<file path="src/common/sensor_cmd_pkg.sv">
// Constants and types for the sensor command line parser
package sensor_cmd_pkg;

  // Command and framing characters
  localparam logic [7:0] CHAR_SET_COMP = 8'h53;
  localparam logic [7:0] CHAR_GET_COMP = 8'h73;
  localparam logic [7:0] CHAR_MASK = 8'h4D;
  localparam logic [7:0] CHAR_POLL = 8'h51;
  localparam logic [7:0] CHAR_SP = 8'h20;
  localparam logic [7:0] CHAR_CR = 8'h0D;
  localparam logic [7:0] CHAR_LF = 8'h0A;
  localparam logic [7:0] CHAR_ZERO = 8'h30;
  localparam logic [7:0] CHAR_NINE = 8'h39;

  // Field identifiers, indexed by mask bit position
  localparam logic [7:0] ID_HUMID = 8'h48;
  localparam logic [7:0] ID_NORM_FILT = 8'h64;
  localparam logic [7:0] ID_NORM_RAW = 8'h44;
  localparam logic [7:0] ID_ZERO_PT = 8'h68;
  localparam logic [7:0] ID_INVT_RAW = 8'h56;
  localparam logic [7:0] ID_TEMP = 8'h54;
  localparam logic [7:0] ID_LIGHT_FILT = 8'h4C;
  localparam logic [7:0] ID_LIGHT_RAW = 8'h6C;
  localparam logic [7:0] ID_INVT_FILT = 8'h76;
  localparam logic [7:0] ID_GAS_FILT = 8'h5A;
  localparam logic [7:0] ID_GAS_RAW = 8'h7A;

  // Values, ranges and counts
  localparam int VAL_W = 17;
  localparam logic [16:0] COMP_RESET = 17'h02000;
  localparam logic [16:0] COMP_MAX = 17'h10000;
  localparam logic [16:0] MASK_RESET = 17'h00006;
  localparam logic [3:0] FIELD_TOP = 4'hC;
  localparam logic [2:0] LAST_DIGIT = 3'h4;
  localparam logic [2:0] ARG_DIGITS = 3'h5;

  // Register offsets and field positions
  localparam logic [7:0] REG_COMP = 8'h00;
  localparam logic [7:0] REG_MASK = 8'h04;
  localparam logic [7:0] REG_CTRL = 8'h08;
  localparam logic [7:0] REG_STATUS = 8'h0C;
  localparam int CTRL_EN_BIT = 0;
  localparam int STAT_CLR_BIT = 0;

  // Receive parser states
  typedef enum logic [2:0] {
    RX_CMD = 3'b000,
    RX_ARG = 3'b001,
    RX_NUM = 3'b010,
    RX_LF = 3'b011,
    RX_BAD = 3'b100
  } rx_state_t;

  // Response generator states
  typedef enum logic [2:0] {
    TX_IDLE = 3'b000,
    TX_SCAN = 3'b001,
    TX_ID = 3'b010,
    TX_SP = 3'b011,
    TX_DIG = 3'b100,
    TX_SEP = 3'b101,
    TX_CR = 3'b110,
    TX_LF = 3'b111
  } tx_state_t;

endpackage : sensor_cmd_pkg

</file>
<file path="src/logic/sensor_cmd_parser.sv">
// Command line parser and output field formatter for the sensor serial port
//
// Added by the designer: the APB interface to the registers and the placing of the registers.
`timescale 1ns/1ns
// Overview of operation
// - A line of 'S', space, decimal number, CR LF sets the compensation value.
// - The compensation value resets to 8192 and only 0 to 65536 is accepted.
// - A set-compensation command is answered with 'S', space and the five-digit stored value.
// - A line of 's' CR LF is answered with 's', space, the five-digit value and CR LF.
// - The measurement line holds at most five fields, chosen by the mask.
// - Each field is an identifier character, one space and exactly five decimal digits.
// - Mask weights 4096 H, 2048 d, 1024 D, 256 h, 128 V and 64 T select the upper fields.
// - Mask weights 32 and 16 light signals, 8 v, 4 Z and 2 z select the lower fields.
// - The mask is the sum of the weights, so each set bit of weight 2 to 4096 other than 512 selects one field.
// - 'M', space, up to five digits, CR LF sets the mask, echoed as 'M' and five digits; default 6.
// - Fields go out in descending weight, separated by spaces, the line ending in CR LF.
// - A line of 'Q' CR LF returns the latest values of the selected fields, at most the five of highest weight.
// - Up to five selected fields go out together on a single line.
module sensor_cmd_parser
  import sensor_cmd_pkg::*;
#(
  parameter logic [2:0] MAX_FIELDS = 3'h5
)
(
  // Clock and reset
  input wire logic pclk,
  input wire logic presetn,
  // APB slave
  input wire logic [7:0] paddr,
  input wire logic psel,
  input wire logic penable,
  input wire logic pwrite,
  input wire logic [31:0] pwdata,
  output logic [31:0] prdata,
  output logic pready,
  output logic pslverr,
  // Received command bytes
  input wire logic [7:0] rx_data,
  input wire logic rx_valid,
  output logic rx_ready,
  // Transmitted response bytes
  output logic [7:0] tx_data,
  output logic tx_valid,
  input wire logic tx_ready,
  // Latest measurement values, one per mask bit
  input wire logic [12:0][16:0] meas_values,
  // Settings seen by the rest of the sensor
  output logic [16:0] comp_value,
  output logic [16:0] field_mask
);

  rx_state_t rx_state_q;
  tx_state_t tx_state_q;
  logic [16:0] comp_q, mask_q, acc_q, val_q, smask_q;
  logic [12:0][16:0] snap_q;
  logic [7:0] letter_q, id_q, last_cmd_q, discard_q, tx_byte;
  logic [2:0] ndig_q, dig_q, fields_q;
  logic [3:0] fld_q;
  logic has_arg_q, poll_q, en_q, rx_ready_q, tx_valid_q;
  logic [7:0] tx_data_q;
  logic [31:0] prdata_q, rdata;
  logic pready_q, pslverr_q, hit, apb_acc, wr_fire;
  logic rx_take, is_digit, commit, cmd_ok, exec, bad, slot_free, go_field, scan_end;
  logic [16:0] acc_next;

  // Identifier for a mask bit; zero where no field exists
  function automatic logic [7:0] field_id(input logic [3:0] b);
    unique case (b)
      4'hC: field_id = ID_HUMID;
      4'hB: field_id = ID_NORM_FILT;
      4'hA: field_id = ID_NORM_RAW;
      4'h8: field_id = ID_ZERO_PT;
      4'h7: field_id = ID_INVT_RAW;
      4'h6: field_id = ID_TEMP;
      4'h5: field_id = ID_LIGHT_FILT;
      4'h4: field_id = ID_LIGHT_RAW;
      4'h3: field_id = ID_INVT_FILT;
      4'h2: field_id = ID_GAS_FILT;
      4'h1: field_id = ID_GAS_RAW;
      default: field_id = 8'h00;
    endcase
  endfunction : field_id

  // ASCII decimal digit, position 0 being the most significant of five
  function automatic logic [7:0] dec_digit(input logic [16:0] v, input logic [2:0] i);
    logic [16:0] q;
    q = 17'h00000;
    unique case (i)
      3'h0: q = v / 17'd10000;
      3'h1: q = v / 17'd1000;
      3'h2: q = v / 17'd100;
      3'h3: q = v / 17'd10;
      default: q = v;
    endcase
    dec_digit = CHAR_ZERO + {4'h0, 4'(q % 17'd10)};
  endfunction : dec_digit

  // APB decode; writes land on the completing edge
  assign apb_acc = psel & penable & ~pready_q;
  assign wr_fire = psel & penable & pready_q & pwrite;
  assign hit = (paddr == REG_COMP) | (paddr == REG_MASK) | (paddr == REG_CTRL) | (paddr == REG_STATUS);

  // Read mux
  always_comb
  begin
    rdata = 32'h00000000;
    unique case (paddr)
      REG_COMP: rdata = {15'h0000, comp_q};
      REG_MASK: rdata = {15'h0000, mask_q};
      REG_CTRL: rdata = {31'h00000000, en_q};
      REG_STATUS: rdata = {15'h0000, discard_q, last_cmd_q, (tx_state_q != TX_IDLE)};
      default: rdata = 32'h00000000;
    endcase
  end

  // APB answer after one wait state
  always_ff @(posedge pclk or negedge presetn)
  begin
    if (!presetn)
    begin
      pready_q <= 1'b0;
      pslverr_q <= 1'b0;
      prdata_q <= 32'h00000000;
    end
    else
    begin
      pready_q <= apb_acc;
      pslverr_q <= apb_acc & ~hit;
      prdata_q <= (apb_acc & ~pwrite) ? rdata : 32'h00000000;
    end
  end

  // Parser enable
  always_ff @(posedge pclk or negedge presetn)
  begin
    if (!presetn)
      en_q <= 1'b1;
    else if (wr_fire && paddr == REG_CTRL)
      en_q <= pwdata[CTRL_EN_BIT];
  end

  // Receive byte classification
  assign rx_take = rx_valid & rx_ready_q;
  assign is_digit = (rx_data >= CHAR_ZERO) && (rx_data <= CHAR_NINE);
  assign acc_next = 17'(acc_q * 17'd10) + {13'h0000, rx_data[3:0]};

  assign commit = rx_take && (rx_state_q == RX_LF) && (rx_data == CHAR_LF);

  always_comb
  begin
    cmd_ok = 1'b0;
    unique case (letter_q)
      CHAR_SET_COMP: cmd_ok = has_arg_q && (ndig_q != 3'h0) && (acc_q <= COMP_MAX);
      CHAR_MASK: cmd_ok = has_arg_q && (ndig_q != 3'h0);
      CHAR_GET_COMP: cmd_ok = !has_arg_q;
      CHAR_POLL: cmd_ok = !has_arg_q;
      default: cmd_ok = 1'b0;
    endcase
  end
  assign exec = commit & cmd_ok & en_q;
  assign bad = commit & ~(cmd_ok & en_q);

  always_ff @(posedge pclk or negedge presetn)
  begin
    if (!presetn)
    begin
      rx_state_q <= RX_CMD;
      letter_q <= 8'h00;
      acc_q <= 17'h00000;
      ndig_q <= 3'h0;
      has_arg_q <= 1'b0;
    end
    else if (rx_take)
    begin
      unique case (rx_state_q)
        RX_CMD:
        begin
          letter_q <= (rx_data == CHAR_CR) ? 8'h00 : rx_data;
          acc_q <= 17'h00000;
          ndig_q <= 3'h0;
          has_arg_q <= 1'b0;
          rx_state_q <= (rx_data == CHAR_CR) ? RX_LF : RX_ARG;
        end
        RX_ARG:
        begin
          has_arg_q <= (rx_data == CHAR_SP);
          rx_state_q <= (rx_data == CHAR_SP) ? RX_NUM : (rx_data == CHAR_CR) ? RX_LF : RX_BAD;
        end
        RX_NUM:
        begin
          if (is_digit && ndig_q != ARG_DIGITS)
          begin
            acc_q <= acc_next;
            ndig_q <= ndig_q + 3'h1;
          end
          else if (rx_data == CHAR_CR)
            rx_state_q <= RX_LF;
          else
          begin
            letter_q <= 8'h00;
            rx_state_q <= RX_BAD;
          end
        end
        RX_LF:
        begin
          if (rx_data != CHAR_LF)
            letter_q <= 8'h00;
          rx_state_q <= (rx_data == CHAR_LF) ? RX_CMD : RX_BAD;
        end
        RX_BAD:
        begin
          letter_q <= 8'h00;
          if (rx_data == CHAR_CR)
            rx_state_q <= RX_LF;
        end
        default: rx_state_q <= RX_CMD;
      endcase
    end
  end

  // Settings; a command beats an APB write in the same cycle
  always_ff @(posedge pclk or negedge presetn)
  begin
    if (!presetn)
    begin
      comp_q <= COMP_RESET;
      mask_q <= MASK_RESET;
    end
    else if (exec && letter_q == CHAR_SET_COMP)
      comp_q <= acc_q;
    else if (exec && letter_q == CHAR_MASK)
      mask_q <= acc_q;
    else if (wr_fire && paddr == REG_COMP && pwdata[16:0] <= COMP_MAX)
      comp_q <= pwdata[16:0];
    else if (wr_fire && paddr == REG_MASK)
      mask_q <= pwdata[16:0];
  end

  // Status: last command and dropped-line count; a drop in the clearing cycle leaves the count at 1
  always_ff @(posedge pclk or negedge presetn)
  begin
    if (!presetn)
    begin
      last_cmd_q <= 8'h00;
      discard_q <= 8'h00;
    end
    else
    begin
      if (exec)
        last_cmd_q <= letter_q;
      if (bad)
        discard_q <= (wr_fire && paddr == REG_STATUS && pwdata[STAT_CLR_BIT]) ? 8'h01 : discard_q + 8'h01;
      else if (wr_fire && paddr == REG_STATUS && pwdata[STAT_CLR_BIT])
        discard_q <= 8'h00;
    end
  end

  // Receive stalls while a response is going out
  always_ff @(posedge pclk or negedge presetn)
  begin
    if (!presetn)
      rx_ready_q <= 1'b1;
    else if (exec)
      rx_ready_q <= 1'b0;
    else if (tx_state_q == TX_LF && slot_free)
      rx_ready_q <= 1'b1;
  end

  // Output slot and field search
  assign slot_free = ~tx_valid_q | tx_ready;
  assign scan_end = (fld_q == 4'h0) || (fields_q == MAX_FIELDS);
  assign go_field = !scan_end && smask_q[fld_q] && (field_id(fld_q) != 8'h00);

  // Byte for the current emitting state
  always_comb
  begin
    tx_byte = CHAR_SP;
    unique case (tx_state_q)
      TX_ID: tx_byte = id_q;
      TX_DIG: tx_byte = dec_digit(val_q, dig_q);
      TX_CR: tx_byte = CHAR_CR;
      TX_LF: tx_byte = CHAR_LF;
      default: tx_byte = CHAR_SP;
    endcase
  end

  // Response sequencer
  always_ff @(posedge pclk or negedge presetn)
  begin
    if (!presetn)
    begin
      tx_state_q <= TX_IDLE;
      id_q <= 8'h00;
      val_q <= 17'h00000;
      snap_q <= '0;
      smask_q <= 17'h00000;
      fld_q <= 4'h0;
      fields_q <= 3'h0;
      dig_q <= 3'h0;
      poll_q <= 1'b0;
    end
    else
    begin
      unique case (tx_state_q)
        TX_IDLE:
        begin
          if (exec)
          begin
            id_q <= letter_q;
            val_q <= (letter_q == CHAR_GET_COMP) ? comp_q : acc_q;
            snap_q <= meas_values;
            smask_q <= mask_q;
            fld_q <= FIELD_TOP;
            fields_q <= 3'h0;
            poll_q <= (letter_q == CHAR_POLL);
            tx_state_q <= (letter_q == CHAR_POLL) ? TX_SCAN : TX_ID;
          end
        end
        TX_SCAN:
        begin
          if (scan_end)
            tx_state_q <= TX_CR;
          else
          begin
            fld_q <= fld_q - 4'h1;
            if (go_field)
            begin
              id_q <= field_id(fld_q);
              val_q <= snap_q[fld_q];
              fields_q <= fields_q + 3'h1;
              tx_state_q <= (fields_q != 3'h0) ? TX_SEP : TX_ID;
            end
          end
        end
        TX_SEP:
          if (slot_free)
            tx_state_q <= TX_ID;
        TX_ID:
          if (slot_free)
            tx_state_q <= TX_SP;
        TX_SP:
          if (slot_free)
          begin
            dig_q <= 3'h0;
            tx_state_q <= TX_DIG;
          end
        TX_DIG:
          if (slot_free)
          begin
            dig_q <= dig_q + 3'h1;
            if (dig_q == LAST_DIGIT)
              tx_state_q <= poll_q ? TX_SCAN : TX_CR;
          end
        TX_CR:
          if (slot_free)
            tx_state_q <= TX_LF;
        TX_LF:
          if (slot_free)
            tx_state_q <= TX_IDLE;
        default: tx_state_q <= TX_IDLE;
      endcase
    end
  end

  // Byte output register
  always_ff @(posedge pclk or negedge presetn)
  begin
    if (!presetn)
    begin
      tx_valid_q <= 1'b0;
      tx_data_q <= 8'h00;
    end
    else if (slot_free && tx_state_q != TX_IDLE && tx_state_q != TX_SCAN)
    begin
      tx_valid_q <= 1'b1;
      tx_data_q <= tx_byte;
    end
    else if (tx_ready)
      tx_valid_q <= 1'b0;
  end

  // Outputs from flip-flops
  assign prdata = prdata_q;
  assign pready = pready_q;
  assign pslverr = pslverr_q;
  assign rx_ready = rx_ready_q;
  assign tx_data = tx_data_q;
  assign tx_valid = tx_valid_q;
  assign comp_value = comp_q;
  assign field_mask = mask_q;

  // accepted set lands in the setting
  a_set_comp_lands: assert property (@(posedge pclk) disable iff (!presetn)
    (exec && letter_q == CHAR_SET_COMP) |=> (comp_q == $past(acc_q)))
    else $error("compensation not updated by set command");

  a_comp_in_range: assert property (@(posedge pclk) disable iff (!presetn)
    comp_q <= COMP_MAX)
    else $error("compensation out of range");

  // response opens with the command letter
  a_echo_letter: assert property (@(posedge pclk) disable iff (!presetn)
    (tx_state_q == TX_IDLE && exec && letter_q != CHAR_POLL) ##1 (tx_state_q == TX_ID && slot_free)
    |=> (tx_valid_q && tx_data_q == $past(letter_q, 2)))
    else $error("response letter wrong");

  // first digit is the ten-thousands digit
  a_first_digit: assert property (@(posedge pclk) disable iff (!presetn)
    (tx_state_q == TX_DIG && dig_q == 3'h0 && slot_free)
    |=> (tx_data_q == CHAR_ZERO + {4'h0, 4'($past(val_q) / 17'd10000)}))
    else $error("leading digit wrong");

  a_id_space: assert property (@(posedge pclk) disable iff (!presetn)
    (tx_state_q == TX_ID && slot_free) |=> (tx_state_q == TX_SP && tx_data_q == $past(id_q)))
    else $error("identifier not followed by space state");

  a_field_limit: assert property (@(posedge pclk) disable iff (!presetn)
    fields_q <= MAX_FIELDS)
    else $error("too many fields");

  a_field_selected: assert property (@(posedge pclk) disable iff (!presetn)
    (tx_state_q == TX_SCAN && go_field) |-> (smask_q[fld_q] && fld_q != 4'h9))
    else $error("unselected field emitted");

  // search walks down one weight per cycle
  a_scan_descends: assert property (@(posedge pclk) disable iff (!presetn)
    (tx_state_q == TX_SCAN && !scan_end) |=> (fld_q == $past(fld_q) - 4'h1))
    else $error("field order not descending");

  // line ends with CR then LF
  a_line_end: assert property (@(posedge pclk) disable iff (!presetn)
    (tx_state_q == TX_CR && slot_free) |=> (tx_data_q == CHAR_CR && tx_state_q == TX_LF))
    else $error("line not terminated");

  a_bad_keeps: assert property (@(posedge pclk) disable iff (!presetn)
    (bad && !wr_fire) |=> ($stable(comp_q) && $stable(mask_q) && tx_state_q == $past(tx_state_q)))
    else $error("dropped line changed state");

endmodule : sensor_cmd_parser

</file>
<file path="config.mk">
export PLATFORM = sky130hd
export DESIGN_NAME = sensor_cmd_parser
export DESIGN_NICKNAME = d
export VERILOG_FILES = /design/src/common/sensor_cmd_pkg.sv /design/src/logic/sensor_cmd_parser.sv
export SDC_FILE = /design/constraint.sdc
export NUM_CORES = 1
export LEC_CHECK = 0
export BUFFER_PORTS_ARGS = -buffer_cell sky130_fd_sc_hd__buf_2
export CORE_MARGIN = 2
export CORE_UTILIZATION = 42
export DETAILED_ROUTE_END_ITERATION = 7
export GPL_ROUTABILITY_DRIVEN = 0
export HOLD_SLACK_MARGIN = 0.03
export RECOVER_POWER = 50
export SLEW_MARGIN = 20
export SYNTH_ARGS = -nofsm -noshare
export SYNTH_HDL_FRONTEND = slang
export SYNTH_SLANG_ARGS = --single-unit
</file>
<file path="constraint.sdc">
create_clock -name pclk -period 39.9 [get_ports pclk]
set_input_delay 0 -clock pclk [delete_from_list [all_inputs] [get_ports pclk]]
set_output_delay 0 -clock pclk [all_outputs]
set_load 0.02 [all_outputs]
</file>
---- Word-level counts from Yosys, hierarchy flattened ----
Memory sizes are Yosys's and may differ from the RTL's.
Index checks and enable logic that the tools add are counted.
word-level totals
  flip-flop bits (word level) ............. 403
  memory bits (read-only) ................. 192
  bits of input ports ..................... 276
  output and inout port bits .............. 78
  logic and storage cells ................. 251
  memories kept ........................... 2
memory list
  name              depth  bits a word  rd ports  clocked after memory_dff  wr ports  line                     source
  (name not given)  16     6            1         0                         0         sensor_cmd_parser.sv:68  unique case (b)
  (name not given)  16     6            1         0                         0         sensor_cmd_parser.sv:68
cells by class
  add/subtract/negate cells ............... 7
  $mul .................................... 1
  divide/modulo/power cells ............... 5
  order comparisons ....................... 6
  equality and inequality tests ........... 47
  mux-type cells .......................... 72
  bitwise operators ....................... 21
  reduce and logical (&&, ||, !) cells .... 53
operator list
  operator                                                number
  2-to-1 mux 17 bit                                       13
  one-hot mux 17 bit (4 select lines)                     2
  2-to-1 mux 8 bit                                        10
  binary-select mux 17 bit (select 4 bit)                 1
  one-hot mux 17 bit (2 select lines)                     2
  2-to-1 mux 3 bit                                        22
  one-hot mux 8 bit (4 select lines)                      2
  less-or-equal comparator 17 bit, second input constant  2
  equality test 8 x 4 -> 1 bit, second input constant     4
  equality test 8 x 7 -> 1 bit, second input constant     4
  2-to-1 mux 32 bit                                       1
  != test 2 bit, second input constant                    16
  one-hot mux 3 bit (8 select lines)                      1
  equality test 3 bit, second input constant              7
  logical AND 1 bit                                       19
  equality test 3 x 2 -> 1 bit, second input constant     6
  one-hot mux 3 bit (2 select lines)                      3
  nonzero test 2 bit                                      9
  adder 17 x 4 -> 17 bit                                  1
  divider 17 x 10 -> 17 bit, second input constant        1
  divider 17 x 14 -> 17 bit, second input constant        1
  divider 17 x 4 -> 17 bit, second input constant         1
  divider 17 x 7 -> 17 bit, second input constant         1
  remainder unit 17 x 4 -> 17 bit, second input constant  1
  42 further kinds                                        82

---- Logic depth before layout (Yosys ltp) ----
Gate-level depths: netlist (run 1).
  word-level depth ........................ 9
  depth in mapped cells ................... 159
  gate-level depth less buffers ........... 149

---- Worst setup path before layout (run 1) ----
No wires, ideal clock.
  path kind ............................... register to register
  from .................................... register dig_q[0]
  to ...................................... register tx_data_q[1], in the netlist tx_data[1]
  library setup time ...................... 0.132 ns
  data arrival time ....................... 29.241 ns
  required time ........................... 39.768 ns
  slack ................................... 10.527 ns
  cell stages (with the launch flop) ...... 146
  buffers on the path ..................... 11
  clock period less this slack ............ 29.373 ns
  cell sequence ........................... dfrtp_1 ha_1 ha_1 buf_6 inv_2 buf_2 ha_1 a21oi_1 ha_1 or4b_1 a32oi_2 nor2_1 ha_1 o211ai_1 a211o_1 or3_1 o21ai_0 ha_1 [110 not listed] o21a_1 o21a_1 o21a_1 o21ai_0 nand2b_1 a21oi_1 nor2b_1 o21a_1 o21ai_0 nand2b_1 or4_1 a21o_1 a2bb2oi_1 o22ai_1 a221oi_1 o21ai_0 nand4_1 or3b_1
on the way
  word-level cells in the longest chain between the ends .. 6
  elaborated cells between the ends (all ways) .. 9
  classes of those cells .................. add/sub (1); div (1); eq/ne (3); mux (3); reduce/logical (1)
RTL lines
  what                                                  line                      source
  start: declaration                                    sensor_cmd_parser.sv:57   logic [2:0] ndig_q, dig_q, fields_q;
  start signal: assignment                              sensor_cmd_parser.sv:350  dig_q <= dig_q + 3'h1;
  equality test 3 x 2 -> 1 bit (tied with other cells)  sensor_cmd_parser.sv:88   unique case (i)
  one-hot mux 17 bit (4 select lines) (*)               sensor_cmd_parser.sv:88
  2-to-1 mux 17 bit (*)                                 sensor_cmd_parser.sv:278  unique case (tx_state_q)
  remainder unit 17 x 4 -> 17 bit (*)                   sensor_cmd_parser.sv:95   dec_digit = CHAR_ZERO + {4'h0, 4'(q % 17'd10)};
  adder 6 x 4 -> 7 bit (*)                              sensor_cmd_parser.sv:95
  one-hot mux 8 bit (4 select lines) (*)                sensor_cmd_parser.sv:278
  end signal: assignment                                sensor_cmd_parser.sv:376  tx_data_q <= tx_byte;
  end: declaration                                      sensor_cmd_parser.sv:60   logic [7:0] tx_data_q;
Every way passes the cells marked *; elsewhere a longest branch is shown, timed or not. The select of a mux whose other input is x is not followed.
A chain may end at the register's enable or synchronous reset.

---- Final worst setup path (run 1) ----
Same ends and word-level chain as after synthesis.

==> impl_metrics.tcl, run 1 <==
set metrics [dict create \
    numClockSinks 388 \
    ys.flop_type "sky130_fd_sc_hd__dfrtp_1" \
    fin_crit_sh 0.8592 \
    sequential_area_share_after_synthesis 0.3551 \
    post-synth-top-area-cell "sky130_fd_sc_hd__dfrtp_1" \
    grt_antenna_before_repair 13 \
    detail_route.vias_per_cell 5.529 \
    dp_worst_setup_slack_ns 5.943 \
    hold_path_depth 4 \
    worst_stage_delay_on_the_critical_path_ns 0.63 \
    cp_slowest_cell "sky130_fd_sc_hd__or4b_1" \
    cts-root-buf "sky130_fd_sc_hd__clkbuf_16" \
    synth.area.top_cells "sky130_fd_sc_hd__dfrtp_1 35%, sky130_fd_sc_hd__nand2_1 13%, sky130_fd_sc_hd__ha_1 7.7%" \
    globalRouteOverflowTotal 0 \
    floorplan.die.width_um 259.2 \
    wire_per_inst_um 18.64 \
    cts-buffers-inserted 41 \
    postLayoutSetupSlackWorst_ns 5.617 \
    synthesis.area_per_instance_um2 8.246 \
    reg2reg_setup_slack_ns 5.62 \
    worstSetupStartpointType "register" \
    worstSkewPairLatency_ns 0.56 \
    number_of_buffer_cells_added_on_primary_ports 323 \
    netlist_instances 3318 \
    dr.pass1.iters 5 \
    initial_utilization 0.4244 \
    htree_levels 2 \
    critPathArrivalTime_ns 34.69 \
    post-route-min-period_ns 34.28 \
    path_class "reg -> reg" \
    edff_count_synth 0 \
    path_common_cell "sky130_fd_sc_hd__o21a_1" \
    ctsLongestPathBuffers 3 \
    number_of_global_route_vias_before_repair 25040 \
    critPathCaptureType "register" \
    ioPinCount 354 \
    distinct_cell_type_count_after_synthesis 107 \
    setup_viol_count_final 0 \
    post_synth_instance_area_um2 27360 \
    grt_start_max_net_pins 154 \
    tritoncts "built" \
    drc 0 \
    dieHeight_um 259.2 \
    slew_headroom -4.372 \
    post_route_cells_drive_above_1_share 0.1322 \
    r2r_cells 140 \
    fmax_achieved_mhz 29.17 \
    postSynth.asyncResetShare 1.000 \
    final.setup_skew_ns 0.02882 \
    design.final.nets 4243 \
    power_density_nw_per_um2 45.27 \
    power.ir.vdd_worst_uv 38.84 \
    hold_path_class "in -> reg" \
    synth_top_cell_area_share 0.3503 \
    routed_wirelength_um 87430 \
    hold_slack_ns 0.1666 \
    leakage_nw 15.99 \
    fin_setup_tns_ns 0 \
    final_common_cell "sky130_fd_sc_hd__nand2_1" \
    drt_first_iter_violations 2010 \
    rows 93 \
    crit_path_max_fanout 20 \
    grt.total_usage 0.2554 \
    postRouteAntennaNets 0 \
    yosysWarnings 0 \
    synthesized_flop_and_latch_total 388 \
    die_area_um2 67200 \
    report.final.hold_viol_count 0 \
    grt_first_pass_wirelength_um 138100 \
    worstPathRequired_ns 40.31 \
    most-common-layout-cells "955 x sky130_fd_sc_hd__nand2_1, 381 x sky130_fd_sc_hd__dfrtp_1, 260 x sky130_fd_sc_hd__buf_2" \
    path_clk_slew_ns 0.06 \
    violations "max-capacitance violations, max-slew violations" \
    tightest_slew_ns 8.059 \
    status "finished with violations" \
    maxCapViolCount 4 \
    setup_repair_after_global_routing_missed_its_margin "false" \
    area_growth_pct 22.08 \
    num_vias 25930 \
    core_region_area_um2 64460 \
    detailed_place_hpwl_um 61720 \
    slew_viol_final 395 \
]
[cells in the mapped netlist, types with 46 or more instances]
cell type                    n
sky130_fd_sc_hd__a21oi_1   181
sky130_fd_sc_hd__clkbuf_1  138
sky130_fd_sc_hd__dfrtp_1   383
sky130_fd_sc_hd__ha_1      169
sky130_fd_sc_hd__inv_1      56
sky130_fd_sc_hd__mux2i_1   115
sky130_fd_sc_hd__nand2_1   956
sky130_fd_sc_hd__nand3_1    48
sky130_fd_sc_hd__nor2_1    206
sky130_fd_sc_hd__nor3_1     74
sky130_fd_sc_hd__o21a_1     46
sky130_fd_sc_hd__o21ai_0   174
sky130_fd_sc_hd__xnor2_1    54
[metal layers]
layer	GRT usage	share of wire	up-vias
met4	0.09898	0.040	10
li1	-	-	12640
met2	0.4181	0.47	716
met3	0.03368	0.048	207
met5	0	0.00077	-
met1	0.3441	0.44	12360
[power by group]
group | leakage, nW | switching (W) | internal (W)
logic | 9.97 | 0.000402 | 0.000276
clock network | 0.666 | 0.000163 | 0.000225
registers | 5.35 | 0.0000390 | 0.000408
total | 16.0 | 0.000603 | 0.000909
[worst max-delay path, delay by kind of cell (launching register included)]
| family | cells | cell delay, ns |
|---|---|---|
| flip-flops | 1 | 0.49 |
| AO/OA/AOI/OAI | 77 | 17.35 |
| buffers and inverters | 2 | 0.25 |
| multiplexers | 2 | 0.79 |
| AND/OR/NAND/NOR | 42 | 10.13 |
| adder cells (fa/ha/maj) | 17 | 5.10 |
[worst paths after layout]
path / start / to
min: meas_values[113] / snap_q[113]
max reg2reg: dig_q[0] / tx_data[1]
min in group asynchronous: presetn / snap_q[139]
max: dig_q[0] / tx_data[1]
min reg2reg: last_cmd_q[6] / last_cmd_q[6]
max in group asynchronous: presetn / fld_q[1]
[kinds of logic after synthesis]
logic type	synth area share
and+or+nand+nor	0.2374
AOI/OAI and AO/OA	0.1710
DFF	0.3551
buffers and inverters	0.03832
muxes	0.09036
adders and majority gates	0.07911
xor gates and xnor gates	0.02849
other	0.0001371
[metrics by stage]
step,total power [W],std cells,area (µm²),util
global route,0.001617,4690,33400,0.5181
finish,0.001512,4690,33400,0.5181
floorplan,0.0009536,3332,27410,-
global placement,0.001105,4351,29570,0.4588
CTS,0.001517,4682,33490,0.5195
detailed placement,0.001106,4351,29580,0.4589
[cell type report]
class	count	area, µm²
inverter	64	240.2
sequential	388	9723
antenna	8	20.02
clock inverter	15	165.2
timing repair buffer	608	4309
tap	855	1070
multi-input combinational	2693	16700
fill	6103	31060
clock buffer	59	1174
[timing repair]
action,in CTS,in global routing
endpoints found under the hold margin,390,0
buffers inserted,0,0
resized for setup,0,0
hold buffers,257,0
endpoints found under the setup margin,0,0
[flip-flops by register name, summed over array words and instances (netlist names), 16 cells and up]
register and count:
acc_q 17, smask_q 16, comp_value 17, prdata 17
val_q 17, field_mask 17, snap_q 221
Note: power is estimated with default switching activity, not from simulation.
==> inputs of run 2 (changes only) <==
- CORE_UTILIZATION: 42 -> 45
- PLACE_DENSITY: unset -> 0.63
==> impl_metrics.tcl, run 2 (synthesized netlist as in run 1, its figures left out) <==
set metrics [dict create \
    grt_start_max_net_pins 168 \
    setup_viol_count_final 0 \
    post-route-min-period_ns 34.39 \
    path_class "reg -> reg" \
    grt_first_pass_wirelength_um 138000 \
    violations "max-capacitance violations, max-slew violations" \
    tritoncts "built" \
    rows 90 \
    ctsLongestPathBuffers 3 \
    core_region_area_um2 60250 \
    postRouteAntennaNets 0 \
    worstSetupStartpointType "register" \
    worst_stage_delay_on_the_critical_path_ns 0.76 \
    post_cts_resized 0 \
    globalRouteOverflowTotal 0 \
    worstPathRequired_ns 40.33 \
    end_of_flow_core_utilization 0.5530 \
    number_of_global_route_vias_before_repair 25410 \
    ioPinCount 354 \
    cts-buffers-inserted 40 \
    crit_path_max_fanout 29 \
    status "finished with violations" \
    route.met2.wl_um 41480 \
    number_of_buffer_cells_added_on_primary_ports 323 \
    detailed_place_hpwl_um 60860 \
    path_clk_slew_ns 0.06 \
    floorplan.die.width_um 250.6 \
    grt.total_usage 0.2728 \
    hold_path_startpoint "pwrite" \
    leakage_nw 15.97 \
    routed_wirelength_um 87180 \
    area_growth_pct 21.77 \
    report.final.hold_viol_count 0 \
    critical-path-top-delay-family "compound AO/OA/AOI/OAI gates" \
    die_area_um2 62790 \
    dieHeight_um 250.6 \
    most-common-layout-cells "955 x sky130_fd_sc_hd__nand2_1, 381 x sky130_fd_sc_hd__dfrtp_1, 259 x sky130_fd_sc_hd__buf_2" \
    num_vias 26160 \
    final_common_cell "sky130_fd_sc_hd__nand2_1" \
    slew_viol_final 395 \
    layout.area.seq_um2 9723 \
    grt_antenna_before_repair 13 \
    fin_crit_sh 0.8619 \
    critPathCaptureType "register" \
    initial_utilization 0.4541 \
    worstSkewPairLatency_ns 0.56 \
    flip_flop_count_of_the_largest_register_all_copies_and_words_added 221 \
    cts-root-buf "sky130_fd_sc_hd__clkbuf_16" \
    drt_first_iter_violations 2015 \
    slew_headroom -4.604 \
    detail_route.vias_per_cell 5.666 \
    route.top_layer_used "met5" \
    drc 0 \
    design.final.nets 4238 \
    register_containing_the_most_flip_flops_in_the_final_layout "snap_q" \
    wire_per_inst_um 18.88 \
    final.setup_skew_ns 0.02073 \
    power_density_nw_per_um2 45.50 \
    htree_levels 2 \
    hold_slack_ns 0.1477 \
    cp_slowest_cell "sky130_fd_sc_hd__a221oi_1" \
    hold_path_class "in -> reg" \
    dr.pass1.iters 8 \
    post_route_cells_drive_above_1_share 0.1332 \
    maxCapViolCount 4 \
    numClockSinks 388 \
    critPathArrivalTime_ns 34.82 \
    r2r-start "dig_q[0]" \
    fin_setup_tns_ns 0 \
    tightest_slew_ns 8.406 \
    fmax_achieved_mhz 29.08 \
    multiInputGateArea_um2 16700 \
    routed_wl_met3_um 4656 \
    setup_repair_after_global_routing_missed_its_margin "false" \
    number_of_buffers_and_inverters_on_the_critical_path 2 \
    n_fill_cell 5449 \
    power.ir.vdd_worst_uv 40.57 \
    setup.worst_path.start "dig_q[0]" \
    routedLengthMet1_um 37690 \
]
-- run 2: cell count changes in the layout (fill, tap and decap cells not counted), sizes merged --
cell         change
clkbuf           -5
diode            +5
buf              -4
clkinvlp         +4
clkinv           +1
dlygate4sd3      -1
-- run 2: metal layers --
layer	up-vias	track usage
met1	12530	0.3619
met3	209	0.03938
met2	830	0.4501
met5	-	0
li1	12590	-
met4	4	0.1076
-- run 2: worst reg2reg max path: cells and delay by family, from the launching register on --
| family | cells | cell delay [ns] |
|---|---|---|
| AOI/OAI and AO/OA | 80 | 17.97 |
| and+or+nand+nor | 39 | 9.22 |
| adders and majority gates | 18 | 5.56 |
| buffers and inverters | 2 | 0.51 |
| DFF | 1 | 0.50 |
| muxes | 1 | 0.48 |
-- run 2: final cells by class --
class | instances | share of cell area
repair buffers | 604 | 0.1283
clock inverters | 20 | 0.006460
well taps | 782 | 0.02937
inverters | 64 | 0.007211
diodes | 13 | 0.0009765
multi-input cells | 2693 | 0.5013
flip-flops and latches | 388 | 0.2918
clock buffers | 53 | 0.03451
-- run 2: final timing paths --
| check | endpoint | slack [ns] | cells past startpoint |
|---|---|---|---|
| min reg2reg | snap_q[117] | 0.47 | 2 |
| min in group asynchronous | acc_q[8] | 1.86 | 2 |
| max | tx_data[1] | 5.51 | 140 |
| max in group asynchronous | snap_q[76] | 27.94 | 3 |
| max reg2reg | tx_data[1] | 5.51 | 140 |
| min | discard_q[0] | 0.15 | 6 |
-- run 2: power breakdown --
part           internal (W)  total [W]  switching, W
sequential         0.000409   0.000448     0.0000392
combinational      0.000275   0.000677      0.000403
clock              0.000224   0.000391      0.000166
-- run 2: what timing repair did --
item / in CTS / in global routing
endpoints found under the hold margin: 392 / 0
buffers inserted: 0 / 0
hold buffers: 256 / 0
-- run 2: per-stage QoR --
step	area [µm²]	power [W]	instances	setup WS, ns
after floorplan	27410	0.0009536	3332	10.53
after global placement	29460	0.001101	4275	5.925
after detailed placement	29460	0.001105	4275	5.736
after CTS	33390	0.001517	4604	5.618
after global routing	33310	0.001619	4616	2.082
final	33320	0.001516	4617	5.510
==> inputs of run 3 (changes only) <==
- CORE_UTILIZATION: 45 -> 60
- PLACE_DENSITY: 0.63 -> 0.8
- REMOVE_ABC_BUFFERS: unset -> 1
- TNS_END_PERCENT: unset -> 50
==> impl_metrics.tcl, run 3 (synthesized netlist as in run 1, its figures left out) <==
set metrics [dict create \
    dp_worst_setup_slack_ns 4.933 \
    cell_internal_pwr_w 0.0008989 \
    cp_slowest_cell "sky130_fd_sc_hd__a221oi_1" \
    worstSetupStartpointType "register" \
    drc 0 \
    power.ir.vdd_worst_uv 45.59 \
    dp_cells 4089 \
    cts_setup_buffers 0 \
    final.setup_skew_ns 0.02472 \
    wire_per_inst_um 21.28 \
    grt_most_used_layer "met2" \
    setup_repair_after_global_routing_missed_its_margin "false" \
    floorplan.die.width_um 217.5 \
    grt.met3_usage 0.07364 \
    maxCapViolCount 5 \
    final_common_cell "sky130_fd_sc_hd__nand2_1" \
    slew_viol_final 397 \
    groute.layer.met1.usage 0.4676 \
    worstSkewPairLatency_ns 0.56 \
    core_region_area_um2 45190 \
    htree_levels 2 \
    leakage_nw 15.91 \
    swShare 0.4118 \
    p_sw_w 0.0006293 \
    power_density_nw_per_um2 46.31 \
    fin_cells 4425 \
    finalPower_w 0.001528 \
    most-common-layout-cells "955 x sky130_fd_sc_hd__nand2_1, 381 x sky130_fd_sc_hd__dfrtp_1, 258 x sky130_fd_sc_hd__buf_2" \
    crit_path_max_fanout 29 \
    design.final.nets 4232 \
    post-route-min-period_ns 36.01 \
    area_growth_pct 20.62 \
    num_vias 28700 \
    flip_flop_count_of_the_largest_register_all_copies_and_words_added 221 \
    ioPinCount 354 \
    violations "max-capacitance violations, max-slew violations" \
    number_of_global_route_vias_before_repair 28520 \
    p_comb_frac 0.465 \
    grt.total_usage 0.3904 \
    seqPwrFrac 0.290 \
    cts-root-buf "sky130_fd_sc_hd__clkbuf_16" \
    tightest_slew_ns 5.280 \
    postLayoutSetupSlackWorst_ns 3.892 \
    ctsLongestPathBuffers 3 \
    path_common_cell "sky130_fd_sc_hd__ha_1" \
    numClockSinks 388 \
    status "finished with violations" \
    hold_path_class "in -> reg" \
    path_clk_slew_ns 0.06 \
    postRouteAntennaNets 0 \
    setup_viol_count_final 0 \
    fmax_achieved_mhz 27.77 \
    fin_setup_tns_ns 0 \
    path_class "reg -> reg" \
    globalRouteOverflowTotal 0 \
    share_clk_of_total_power 0.246 \
    critPathCaptureType "register" \
    cts-buffers-inserted 38 \
    drt_first_iter_violations 3242 \
    use_met2 0.6550 \
    number_of_buffer_cells_added_on_primary_ports 323 \
    detail_route.vias_per_cell 6.486 \
    report.final.hold_viol_count 0 \
    register_containing_the_most_flip_flops_in_the_final_layout "snap_q" \
    dieHeight_um 217.5 \
    fin_crit_sh 0.9024 \
    initial_utilization 0.6055 \
    grt_first_pass_wirelength_um 147900 \
    dr.pass1.iters 6 \
    routed_wirelength_um 94160 \
    rows 78 \
    grt_start_max_net_pins 128 \
    grt_antenna_before_repair 7 \
    hold_slack_ns 0.05292 \
    critPathArrivalTime_ns 36.43 \
    post_route_cells_drive_above_1_share 0.1303 \
    worstPathRequired_ns 40.32 \
    slew_headroom -2.520 \
    worst_stage_delay_on_the_critical_path_ns 0.77 \
    tritoncts "built" \
    detailed_place_hpwl_um 57610 \
    die_area_um2 47320 \
]
==> run 3: cell types whose count changed in the layout (fill, tap and decap cells not counted), moves of 2 or more <==
| cell | previous run | this run |
|---|---|---|
| sky130_fd_sc_hd__buf_4 | 22 | 16 |
| sky130_fd_sc_hd__clkinvlp_4 | 4 | 2 |
| sky130_fd_sc_hd__clkbuf_1 | 70 | 76 |
| sky130_fd_sc_hd__diode_2 | 13 | 10 |
| sky130_fd_sc_hd__clkbuf_8 | 10 | 8 |
==> run 3: final timing paths <==
path | to | startpoint | slack, ns | depth (start not counted)
max | tx_data[1] | dig_q[0] | 3.89 | 138
min | en_q | pwrite | 0.05 | 5
max reg2reg | tx_data[1] | dig_q[0] | 3.89 | 138
min reg2reg | snap_q[100] | snap_q[100] | 0.47 | 2
max in group asynchronous | comp_value[16] | presetn | 30.18 | 4
min in group asynchronous | snap_q[50] | presetn | 1.94 | 2
==> run 3: metal layers <==
metal	routed length, µm	up-vias
met3	8917	580
met1	34340	13680
li1	-	12590
met2	44440	1840
met4	6436	6
met5	34	-
==> run 3: area by class of cell <==
cell class	instances	area (µm²)
Sequential cell	388	9723
Antenna cell	10	25.02
Tap cell	600	750.7
Inverter	64	240.2
Fill cell	3069	12180
Clock buffer	56	1162
Clock inverter	14	128.9
Timing Repair Buffer	600	4262
Multi-Input combinational cell	2693	16710
==> run 3: stage by stage <==
step / cell area [µm²] / utilization
after floorplan: 26600 / -
after CTS: 33050 / 0.7315
after global routing: 32990 / 0.7300
after detailed placement: 29210 / 0.6464
after global placement: 29190 / 0.6460
final: 33000 / 0.7304
==> run 3: repair_timing <==
action | 4_1_cts | 5_1_grt
gates resized for setup | 0 | 0
endpoints found under the hold margin | 391 | 0
hold buffers | 255 | 0
==> run 3: power by group through the flow <==
stage	logic, W	registers, W	clock network (W)
floorplan	0.000474	0.000458	0
detailed placement	0.000671	0.000448	0
global route	0.000773	0.000445	0.000391
global placement	0.000636	0.000447	0
finish	0.000710	0.000442	0.000376
CTS	0.000694	0.000440	0.000372
==> run 3: worst max-delay path: cells and delay by family, from the launching register on <==
family	cells	cell delay (ns)
adders and majority gates	18	5.30
DFF	1	0.47
AOI/OAI and AO/OA	74	18.18
and+or+nand+nor	41	10.37
buffers and inverters	3	0.69
muxes	2	0.82
